===== src/rtl/gdfm_pkg.sv =====
/*
 * Shared constants and types for the gate driver fault manager.
 * Assumes a single 125 MHz clock feeding every module of the block.
 */
`default_nettype none
package gdfm_pkg;
  localparam int CLK_MHZ = 125;
  // full gate-enable shutdown after a low level of this length
  localparam int EN_HOLD_NS = 10000;
  localparam int EN_HOLD_CYC = (EN_HOLD_NS * CLK_MHZ) / 1000;
  localparam int EN_HOLD_W = $clog2(EN_HOLD_CYC);
  // overcurrent report time on the warning pin
  localparam int OCW_NS = 64000;
  localparam int OCW_CYC = (OCW_NS * CLK_MHZ) / 1000;
  localparam int NUM_PHASES = 3;
  localparam int SYNC_W = 7 + 4 * NUM_PHASES;
  localparam logic RST_LOW = 1'b0;
  localparam logic RST_HIGH = 1'b1;
  localparam logic [2:0] RST_GATES = 3'h0;
  localparam logic [5:0] RST_OC = 6'h00;

  typedef enum logic [1:0] {
    OCM_LIMIT = 2'b00,
    OCM_LATCH = 2'b01,
    OCM_REPORT = 2'b10,
    OCM_OFF = 2'b11
  } gdfm_ocm_t;

  typedef enum logic [1:0] {
    WS_BOTH = 2'b00,
    WS_OT = 2'b01,
    WS_OC = 2'b10,
    WS_ALSO_BOTH = 2'b11
  } gdfm_wsel_t;

  typedef enum logic [1:0] {
    ST_DOWN = 2'b00,
    ST_RUN = 2'b01,
    ST_HOLD = 2'b10
  } gdfm_en_st_t;
endpackage
`default_nettype wire


===== src/rtl/gdfm_phase_if.sv =====
/*
 * Signals between the fault manager and one half-bridge phase.
 * Assumes all members are on the block clock.
 */
`default_nettype none
interface gdfm_phase_if;
  logic pwm_hi;
  logic pwm_lo;
  logic oc_hs;
  logic oc_ls;
  logic gh;
  logic gl;
  logic lat;
  modport drv (output pwm_hi, output pwm_lo, output oc_hs, output oc_ls, input gh, input gl, input lat);
  modport ph (input pwm_hi, input pwm_lo, input oc_hs, input oc_ls, output gh, output gl, output lat);
endinterface
`default_nettype wire


===== src/rtl/gdfm_top.sv =====
/*
 * Fault manager of a three-phase gate driver: supply, thermal and
 * overload protection, fault and warning pins, status bits, enable sequence.
 * Assumes raw pins are asynchronous; serial reset and config come from
 * logic on I_MCLK.
 */
`default_nettype none
// Function
// - gates low while main or gate-drive supply is under threshold
// - main undervoltage: ignore serial commands, serial registers take defaults
// - gate-supply overvoltage: gates and charge pump off, latched, enable transition clears
// - overvoltage shows on fault pin and status, not warning; survives quick resets
// - warning pin reports both by default, or thermal only, or overcurrent only; code still shows thermal shutdown on it in every setting
// - thermal warning: no action, no latch, status and default warning pin
// - thermal shutdown latches gates and pump off, no self recovery
// - after cooling, enable reset or serial gate reset restores the driver
// - thermal shutdown shows on fault pin, warning pin and status together
// - serial access and settings kept during thermal shutdown if main supply ok
// - open-drain fault pin low on any shutdown fault
// - fault pin released once internal enable is up and driver ready
// - warning pin shows overcurrent and thermal events without shutdown
// - current limit: only tripped fet limited, warning and phase status only
// - latch mode: phase forced off, latched, fault, warning and status
// - gates held low from power-up until enabled
// - rising enable starts operation; pwm accepted only without errors
// - enable rise: power-up, clear absent latched faults, clear status
// - enable fall: gates off at once, full shutdown after 10 us low
// - serial gate reset clears driver faults except gate-supply overvoltage, and status; rest keeps running
module gdfm_top
  import gdfm_pkg::*;
#(
  parameter int OCW_CYCLES = OCW_CYC
)
(
  input wire logic I_MCLK,
  input wire logic I_ARST_N,
  input wire logic I_MAIN_UNDER,
  input wire logic I_GATE_UNDER,
  input wire logic I_GATE_OVER,
  input wire logic I_LOGIC_UNDER,
  input wire logic I_THERM_WARN,
  input wire logic I_THERM_SD,
  input wire logic I_EN_GATE,
  input wire logic [5:0] I_OC_DET,
  input wire logic [2:0] I_PWM_HI,
  input wire logic [2:0] I_PWM_LO,
  input wire logic I_GATE_RESET,
  input wire gdfm_ocm_t I_OC_MODE,
  input wire gdfm_wsel_t I_WARN_SEL,
  output logic [2:0] O_GH,
  output logic [2:0] O_GL,
  output logic O_FAULT_N_OUT,
  output logic O_FAULT_N_OE,
  output logic O_WARN_N_OUT,
  output logic O_WARN_N_OE,
  output logic O_CP_EN,
  output logic O_SERIAL_EN,
  output logic O_REGS_DEFAULT,
  output logic O_ST_FAULT,
  output logic O_ST_MAIN_UV,
  output logic O_ST_GATE_UV,
  output logic O_ST_GATE_OV,
  output logic O_ST_OTW,
  output logic O_ST_OTSD,
  output logic [5:0] O_ST_OC
);
  localparam int OCW_W = $clog2(OCW_CYCLES + 1);

  generate
    if (OCW_CYCLES < 1)
      $error("OCW_CYCLES must be at least one");
  endgenerate

  logic [SYNC_W-1:0] sync1;
  logic [SYNC_W-1:0] sync2;
  logic main_uv;
  logic gate_uv;
  logic gate_ov;
  logic logic_uv;
  logic thermal_warning;
  logic ot_sd;
  logic en_s;
  logic [5:0] oc_s;
  logic [2:0] pwm_hi_s;
  logic [2:0] pwm_lo_s;
  logic logic_uv_d;
  gdfm_en_st_t state;
  logic [EN_HOLD_W-1:0] hold_cnt;
  logic en_rise;
  logic full_rise;
  logic gate_rst;
  logic drv_clr;
  logic st_clr;
  logic gate_ov_lat;
  logic otsd_lat;
  logic [2:0] ph_lat;
  logic [2:0] gh_w;
  logic [2:0] gl_w;
  logic allow;
  logic shut_any;
  logic oc_evt;
  logic [OCW_W-1:0] ocw_tmr;
  logic ocw_act;
  logic ot_part;
  logic oc_part;
  logic next_warn;
  logic [5:0] next_st_oc;

  ////////////////////////////////////////////////////////////////////////////
  // two-stage synchroniser for every pin input
  always_ff @(posedge I_MCLK or negedge I_ARST_N)
  begin
    if (!I_ARST_N)
    begin
      sync1 <= '0;
      sync2 <= '0;
    end
    else
    begin
      sync1 <= {I_PWM_LO, I_PWM_HI, I_OC_DET, I_EN_GATE, I_THERM_SD, I_THERM_WARN,
                I_LOGIC_UNDER, I_GATE_OVER, I_GATE_UNDER, I_MAIN_UNDER};
      sync2 <= sync1;
    end
  end

  assign {pwm_lo_s, pwm_hi_s, oc_s, en_s, ot_sd, thermal_warning, logic_uv, gate_ov, gate_uv, main_uv} = sync2;

  ////////////////////////////////////////////////////////////////////////////
  // enable sequencing: run, short low hold, full shutdown
  always_ff @(posedge I_MCLK or negedge I_ARST_N)
  begin
    if (!I_ARST_N)
    begin
      state <= ST_DOWN;
      hold_cnt <= '0;
    end
    else
    begin
      unique case (state)
        ST_DOWN:
          if (en_s)
            state <= ST_RUN;
        ST_RUN:
          if (!en_s)
          begin
            state <= ST_HOLD;
            hold_cnt <= '0;
          end
        ST_HOLD:
          if (en_s)
            state <= ST_RUN;
          else if (hold_cnt == EN_HOLD_W'(EN_HOLD_CYC - 1))
            state <= ST_DOWN;
          else
            hold_cnt <= hold_cnt + 1'b1;
        default:
          state <= ST_DOWN;
      endcase
    end
  end

  assign en_rise = en_s && state != ST_RUN;
  assign full_rise = en_s && state == ST_DOWN;
  assign gate_rst = I_GATE_RESET && !main_uv;
  assign drv_clr = en_rise || gate_rst;

  always_ff @(posedge I_MCLK or negedge I_ARST_N)
  begin
    if (!I_ARST_N)
      logic_uv_d <= RST_LOW;
    else
      logic_uv_d <= logic_uv;
  end

  // status clears: enable rise, serial reset, logic supply recovery, main uv
  assign st_clr = drv_clr || (logic_uv_d && !logic_uv) || main_uv;

  ////////////////////////////////////////////////////////////////////////////
  // latched shutdown faults; a new event wins over a clear
  always_ff @(posedge I_MCLK or negedge I_ARST_N)
  begin
    if (!I_ARST_N)
      gate_ov_lat <= RST_LOW;
    else
      gate_ov_lat <= (gate_ov_lat && !(full_rise && !gate_ov)) || gate_ov;
  end

  always_ff @(posedge I_MCLK or negedge I_ARST_N)
  begin
    if (!I_ARST_N)
      otsd_lat <= RST_LOW;
    else
      otsd_lat <= (otsd_lat && !(drv_clr && !ot_sd)) || ot_sd;
  end

  ////////////////////////////////////////////////////////////////////////////
  // phases
  assign allow = state == ST_RUN && !main_uv && !gate_uv && !logic_uv
                 && !gate_ov_lat && !otsd_lat;

  genvar g;
  generate
    for (g = 0; g < NUM_PHASES; g++)
    begin : gen_ph
      gdfm_phase_if pif ();
      assign pif.pwm_hi = pwm_hi_s[g];
      assign pif.pwm_lo = pwm_lo_s[g];
      assign pif.oc_hs = oc_s[2*g] && I_OC_MODE != OCM_OFF;
      assign pif.oc_ls = oc_s[2*g+1] && I_OC_MODE != OCM_OFF;
      assign gh_w[g] = pif.gh;
      assign gl_w[g] = pif.gl;
      assign ph_lat[g] = pif.lat;
      gdfm_phase u_ph (
        .i_clk(I_MCLK),
        .i_arst_n(I_ARST_N),
        .p(pif),
        .i_mode(I_OC_MODE),
        .i_allow(allow),
        .i_clr(drv_clr)
      );
    end
  endgenerate

  assign O_GH = gh_w;
  assign O_GL = gl_w;

  ////////////////////////////////////////////////////////////////////////////
  // overcurrent report timer, restarted by each new event
  assign oc_evt = |oc_s && I_OC_MODE != OCM_OFF;

  always_ff @(posedge I_MCLK or negedge I_ARST_N)
  begin
    if (!I_ARST_N)
      ocw_tmr <= '0;
    else if (oc_evt)
      ocw_tmr <= OCW_W'(OCW_CYCLES);
    else if (ocw_tmr != '0)
      ocw_tmr <= ocw_tmr - 1'b1;
  end

  assign ocw_act = ocw_tmr != '0 || |ph_lat;
  assign ot_part = (thermal_warning || otsd_lat) && I_WARN_SEL != WS_OC;
  assign oc_part = ocw_act && I_WARN_SEL != WS_OT;
  assign next_warn = ot_part || oc_part || otsd_lat;

  assign shut_any = main_uv || gate_uv || logic_uv || gate_ov_lat || otsd_lat || |ph_lat;

  ////////////////////////////////////////////////////////////////////////////
  // open-drain pins, oe high while pulling low
  always_ff @(posedge I_MCLK or negedge I_ARST_N)
  begin
    if (!I_ARST_N)
    begin
      O_FAULT_N_OE <= RST_HIGH;
      O_FAULT_N_OUT <= RST_LOW;
      O_WARN_N_OE <= RST_LOW;
      O_WARN_N_OUT <= RST_HIGH;
    end
    else
    begin
      O_FAULT_N_OE <= shut_any || state != ST_RUN;
      O_FAULT_N_OUT <= !(shut_any || state != ST_RUN);
      O_WARN_N_OE <= next_warn;
      O_WARN_N_OUT <= !next_warn;
    end
  end

  always_ff @(posedge I_MCLK or negedge I_ARST_N)
  begin
    if (!I_ARST_N)
    begin
      O_CP_EN <= RST_LOW;
      O_SERIAL_EN <= RST_LOW;
      O_REGS_DEFAULT <= RST_HIGH;
    end
    else
    begin
      O_CP_EN <= state != ST_DOWN && !gate_ov_lat && !otsd_lat;
      O_SERIAL_EN <= !main_uv;
      O_REGS_DEFAULT <= main_uv;
    end
  end

  ////////////////////////////////////////////////////////////////////////////
  // status bits
  assign next_st_oc = (st_clr ? RST_OC : O_ST_OC) | (oc_evt && !main_uv ? oc_s : RST_OC);

  always_ff @(posedge I_MCLK or negedge I_ARST_N)
  begin
    if (!I_ARST_N)
    begin
      O_ST_OC <= RST_OC;
      O_ST_FAULT <= RST_LOW;
      O_ST_MAIN_UV <= RST_LOW;
      O_ST_GATE_UV <= RST_LOW;
      O_ST_GATE_OV <= RST_LOW;
      O_ST_OTW <= RST_LOW;
      O_ST_OTSD <= RST_LOW;
    end
    else
    begin
      O_ST_OC <= next_st_oc;
      O_ST_FAULT <= !main_uv && (gate_uv || gate_ov_lat || otsd_lat || |ph_lat);
      O_ST_MAIN_UV <= main_uv;
      O_ST_GATE_UV <= !main_uv && gate_uv;
      O_ST_GATE_OV <= !main_uv && gate_ov_lat;
      O_ST_OTW <= !main_uv && thermal_warning;
      O_ST_OTSD <= !main_uv && otsd_lat;
    end
  end
endmodule
`default_nettype wire


===== src/rtl/gdfm_phase.sv =====
/*
 * One half-bridge: gate outputs, current limiting and latched overload.
 * Assumes synchronised PWM and overcurrent inputs from the fault manager.
 */
`default_nettype none
module gdfm_phase
  import gdfm_pkg::*;
(
  input wire logic i_clk,
  input wire logic i_arst_n,
  gdfm_phase_if.ph p,
  input wire gdfm_ocm_t i_mode,
  input wire logic i_allow,
  input wire logic i_clr
);
  logic hs_cut;
  logic ls_cut;
  logic oc_now;
  logic next_gh;
  logic next_gl;

  assign oc_now = p.oc_hs | p.oc_ls;

  ////////////////////////////////////////////////////////////////////////////
  // cycle-by-cycle limit: only the tripped fet, until its pwm ends
  always_ff @(posedge i_clk or negedge i_arst_n)
  begin
    if (!i_arst_n)
    begin
      hs_cut <= RST_LOW;
      ls_cut <= RST_LOW;
    end
    else
    begin
      hs_cut <= (hs_cut & p.pwm_hi) | (i_mode == OCM_LIMIT && p.oc_hs);
      ls_cut <= (ls_cut & p.pwm_lo) | (i_mode == OCM_LIMIT && p.oc_ls);
    end
  end

  // latch mode: whole phase off, cleared only when overload has gone
  always_ff @(posedge i_clk or negedge i_arst_n)
  begin
    if (!i_arst_n)
      p.lat <= RST_LOW;
    else
      p.lat <= (p.lat & ~(i_clr & ~oc_now)) | (i_mode == OCM_LATCH && oc_now);
  end

  ////////////////////////////////////////////////////////////////////////////
  // six-input pwm; both high means both off
  always_comb
  begin
    next_gh = i_allow & ~p.lat & ~hs_cut & p.pwm_hi & ~p.pwm_lo;
    next_gl = i_allow & ~p.lat & ~ls_cut & p.pwm_lo & ~p.pwm_hi;
  end

  always_ff @(posedge i_clk or negedge i_arst_n)
  begin
    if (!i_arst_n)
    begin
      p.gh <= RST_LOW;
      p.gl <= RST_LOW;
    end
    else
    begin
      p.gh <= next_gh;
      p.gl <= next_gl;
    end
  end
endmodule
`default_nettype wire


===== config.mk =====
export PLATFORM = sky130hd
export DESIGN_NAME = gdfm_top
export DESIGN_NICKNAME = d
export VERILOG_FILES = /design/src/rtl/gdfm_pkg.sv /design/src/rtl/gdfm_phase_if.sv /design/src/rtl/gdfm_top.sv /design/src/rtl/gdfm_phase.sv
export SDC_FILE = /design/constraint.sdc
export NUM_CORES = 1
export LEC_CHECK = 0
export BUFFER_PORTS_ARGS = -buffer_cell sky130_fd_sc_hd__buf_2
export CAP_MARGIN = 10
export CORE_UTILIZATION = 50
export CTS_CLUSTER_SIZE = 24
export DETAILED_ROUTE_END_ITERATION = 8
export PLACE_DENSITY = 0.71
export SYNTH_ARGS = -nofsm -noshare
export SYNTH_HDL_FRONTEND = slang
export SYNTH_SLANG_ARGS = --single-unit

===== constraint.sdc =====
create_clock -name I_MCLK -period 3.6 [get_ports I_MCLK]
set_input_delay 0.54 -clock I_MCLK [delete_from_list [all_inputs] [get_ports I_MCLK]]
set_output_delay 0.54 -clock I_MCLK [all_outputs]
set_load 0.02 [all_outputs]

==> Implementation_results.wiki <==
{| class="wikitable"
! Metric !! Value
|-
| DRC violation total after the first TritonRoute iteration || between 100 and 150
|-
| Relative slew margins || 0.357
|-
| Number of H-tree branching levels || 3
|-
| Commonest cells after routing, fill and taps aside || sky130_fd_sc_hd__dfrtp_1, sky130_fd_sc_hd__buf_2, sky130_fd_sc_hd__nor2_1
|-
| Antenna violation net count after detailed routing || 0
|-
| Distinct cell type count of the synthesized netlist || 51
|-
| Launching instance or port of the critical path || ocw_tmr[0]$_DFFE_PN0P_
|-
| Crit path capture || ocw_tmr[6]$_DFFE_PN0P_
|-
| Core outline area || ~7300 um^2
|-
| RSZ-0062 raised after global routing || no
|-
| Total global routing overflow || 0
|-
| Synthesized area divided by synthesized cell count || around 12 um^2
|-
| Count of endpoints failing setup in the final report || 0
|-
| Number of placed I/O pins || slightly above 50
|-
| Root Buffer || sky130_fd_sc_hd__clkbuf_8
|-
| Final clock skew || roughly 0.0057 ns
|-
| VDD IR max || ~0.33 mV
|-
| Nets@finish || approximately 390
|-
| Endpoint of the most critical register-to-register path || ocw_tmr[6]$_DFFE_PN0P_
|-
| CP delay by family, top || simple AND/OR/NAND/NOR gates
|-
| Layout cells sized above 1 || 0.218
|-
| Max Fclk || 470 MHz
|-
| Most frequent standard cell in the layout excluding fill and tap cells || sky130_fd_sc_hd__dfrtp_1
|-
| Register-to-register setup slack || between 1 and 1.5 ns
|-
| Core Rows || 31
|-
| Most common flop cell mapped by yosys || sky130_fd_sc_hd__dfrtp_1
|-
| Number of remaining DRC errors || 0
|-
| First-pass detailed-route iteration total || 4
|-
| Diodes inserted || 0
|-
| Post-synthesis xor/xnor area fraction || 0.0160
|-
| Number of failing hold endpoints at the final stage || 0
|-
| Die extent in x || 89.5 um
|-
| Die area || 8010 um^2
|-
| Wire length of the first global-routing pass || ~11000 um
|-
| Wirelength, routed || roughly 7000 um
|-
| RePlAce Congestion || ~0.81
|-
| Cell count after synthesis || approximately 310
|-
| Multiplexer share of the synthesized area || 0.00523
|-
| Final period utilization || 0.591
|-
| Post-synth net total || roughly 340
|-
| Wirelength per Cell || 14.7 um
|-
| Top area cells in the synthesized netlist || sky130_fd_sc_hd__dfrtp_1, sky130_fd_sc_hd__nor2_1, sky130_fd_sc_hd__a22o_1
|-
| Flops & latches, synth || ~100
|-
| Class of the tightest hold or removal check || input pin to flip-flop
|-
| Fraction of the mapped netlist area in compound gates || 0.116
|-
| Sort of element at the start of the critical path || flip-flop
|-
| Depth of the critical timing path with buffers and inverters included || 6
|-
| Clock latency on the worst-skew pair || 0.36 ns
|-
| Summed negative setup slack over all endpoints || 0 ns
|-
| Yosys warning total || 0
|-
| TritonCTS clock tree || done
|-
| Cell-by-cell trace of the critical path || inv_1 > ha_1 > nor4b_1 > nand3_1 > and4_1 > o21ai_0
|-
| Post_cts resized || 0
|-
| Number of buffers created by CTS || 9
|-
| Initial antenna violation count || 0
|-
| Number of max-slew violations in the final report || 0
|-
| Number of cells on the worst reg-to-reg path || 6
|-
| Worst path bufs/invs || 1
|-
| Outcome || finished clean
|-
| Largest stage delay on the critical path || roughly 0.49 ns
|-
| Async SR Flop Fraction || 1.00
|-
| Maximum clock insertion buffer count || 2
|-
| WP data required || slightly below 4 ns
|-
| Startpoint of the worst-slack reg-to-reg timing path || ocw_tmr[0]$_DFFE_PN0P_
|-
| Number of enable flip-flop cells after synthesis || 0
|-
| CTS Sinks || ~100
|-
| Combinational family with the most area after synthesis || simple AND/OR/NAND/NOR gates
|-
| Post-route design area || ~4300 um^2
|-
| Maximum number of pins on one net before global-route repair || a little over 80
|-
| Post-synthesis sequential area ratio || 0.661
|-
| Number of buffers added for setup after CTS || 0
|-
| Quantity of I/O buffers inserted on ports || 50
|-
| Clock-pin transition on the worst setup and hold timing paths || 0.10 ns
|-
| # hold bufs at CTS || 0
|-
| Areal power density over the cells || 492 nW/um^2
|-
| Die Height || about 90 um
|-
| Min Clock Period, post-route || 2.13 ns
|-
| Arrival time of the worst setup path || around 2.4 ns
|-
| Transition time of the tightest slew-check pin || between 0.9 and 1 ns
|-
| Adder-cell share of the synthesized area || 0.0131
|-
| Type of the setup path with the least slack || flip-flop to flip-flop
|-
| Max FO, Critical Path || 10
|-
| Post-place instance area || 4140 um^2
|-
| Kind of capture point of the worst setup path || flip-flop
|-
| Max-cap violations || 0
|-
| Max stage delay cell, worst path || sky130_fd_sc_hd__nor4b_1
|-
| Dpl hpwl || slightly below 5000 um
|-
| Synth Area in Simple Gates || 0.159
|-
| Area share of the largest cell type after synthesis || 0.640
|-
| Total global-route track usage || 0.191
|-
| Initial core utilization || 0.522
|-
| Area growth, synth to finish || 13.0%
|-
| Vias per Instance || between 5 and 6
|-
| Biggest area consumer among synthesized cells || sky130_fd_sc_hd__dfrtp_1
|-
| Routed via count || 2502
|-
| Post-synth design cell area || about 3800 um^2
|-
| Via count of the first global-routing pass || 2302
|-
| Leakage power || ~2.0 nW
|}
## stage by stage
step	power, mW	std cells	hold WS (ns)	setup slack (ns)	utilization
6_report	2.13	462	0.276	1.47	0.590
5_1_grt	2.24	462	0.243	1.25	0.590
4_1_cts	2.16	462	0.260	1.46	0.590
3_5_place_dp	1.48	446	0.335	1.52	0.564
3_3_place_gp	1.47	446	0.332	1.67	0.564
2_1_floorplan	1.39	309	0.244	1.81	-
## layer usage
metal	vias up	part of all wire	track usage	wire length [um]
li1	1204	-	-	-
met4	0	0.019	0.0693	127
met2	44	0.48	0.294	3280
met5	-	0	0	0
met3	12	0.040	0.0628	274
met1	1242	0.46	0.254	3130
## report_power, final
| group | internal [mW] | switching [mW] | total, mW |
|---|---|---|---|
| clock network | 0.269 | 0.404 | 0.673 |
| logic | 0.0800 | 0.109 | 0.189 |
| registers | 1.20 | 0.0682 | 1.27 |
| total | 1.55 | 0.582 | 2.13 |
## synthesized netlist by cell type, types with 2 or more instances
library cell and instances:
sky130_fd_sc_hd__and4_1 3, sky130_fd_sc_hd__a221o_1 2, sky130_fd_sc_hd__ha_1 4, sky130_fd_sc_hd__o21ai_0 13
sky130_fd_sc_hd__nand3_1 6, sky130_fd_sc_hd__a22oi_1 2, sky130_fd_sc_hd__mux2i_1 2, sky130_fd_sc_hd__buf_2 3
sky130_fd_sc_hd__o31ai_1 3, sky130_fd_sc_hd__nor3_1 5, sky130_fd_sc_hd__buf_4 7, sky130_fd_sc_hd__and3_1 8
sky130_fd_sc_hd__nand4_1 3, sky130_fd_sc_hd__or2_2 2, sky130_fd_sc_hd__nor2_1 37, sky130_fd_sc_hd__xnor2_1 7
sky130_fd_sc_hd__nor4b_1 2, sky130_fd_sc_hd__a31oi_1 3, sky130_fd_sc_hd__clkbuf_1 3, sky130_fd_sc_hd__o21a_1 2
sky130_fd_sc_hd__nor4_1 10, sky130_fd_sc_hd__a21oi_1 11, sky130_fd_sc_hd__nand2_1 13, sky130_fd_sc_hd__dfrtp_1 98
sky130_fd_sc_hd__a21o_1 3, sky130_fd_sc_hd__inv_1 8, sky130_fd_sc_hd__nand2b_1 4, sky130_fd_sc_hd__a41oi_1 2
sky130_fd_sc_hd__dfstp_2 3, sky130_fd_sc_hd__nor2b_1 5, sky130_fd_sc_hd__or4_1 3, sky130_fd_sc_hd__a22o_1 12
sky130_fd_sc_hd__or3_1 2
## flip-flops by register name, summed over array words and instances, names as in the netlist, 3 cells and up
name	count
sync2	19
gen_ph.u_ph.p.lat	3
gen_ph.u_ph.hs_cut	3
hold_cnt	11
ocw_tmr	13
gen_ph.u_ph.p.gh	3
gen_ph.u_ph.ls_cut	3
sync1	19
gen_ph.u_ph.p.gl	3
O_ST_OC	6
## how the worst min path moves through the flow
stage | cells after the start | startpoint | to
2_1_floorplan | 0 | I_ARST_N | O_CP_EN$_DFF_PN0_
3_3_place_gp | 0 | sync1[9]$_DFF_PN0_ | sync2[9]$_DFF_PN0_
3_5_place_dp | 0 | sync1[12]$_DFF_PN0_ | sync2[12]$_DFF_PN0_
4_1_cts | 1 | I_OC_DET[1] | sync1[8]$_DFF_PN0_
5_1_grt | 1 | I_OC_DET[1] | sync1[8]$_DFF_PN0_
6_report | 1 | I_OC_DET[1] | sync1[8]$_DFF_PN0_
## area by class of cell
type	instances	area [um^2]
clock buffers	9	124
multi-input cells	186	1180
inverters	8	30.0
fillers	611	3000
well taps	99	124
clock inverters	7	66.3
repair buffers	52	268
flip-flops and latches	101	2530
## cell families after synthesis
| kind of cell | after synthesis |
|---|---|
| flip-flops | 101 |
| XOR/XNOR | 7 |
| buffers and inverters | 22 |
| AND/OR/NAND/NOR | 112 |
| AO/OA/AOI/OAI | 61 |
| multiplexers | 2 |
| adder cells (fa/ha/maj) | 4 |
No activity file was read; power rests on OpenSTA's default activity.
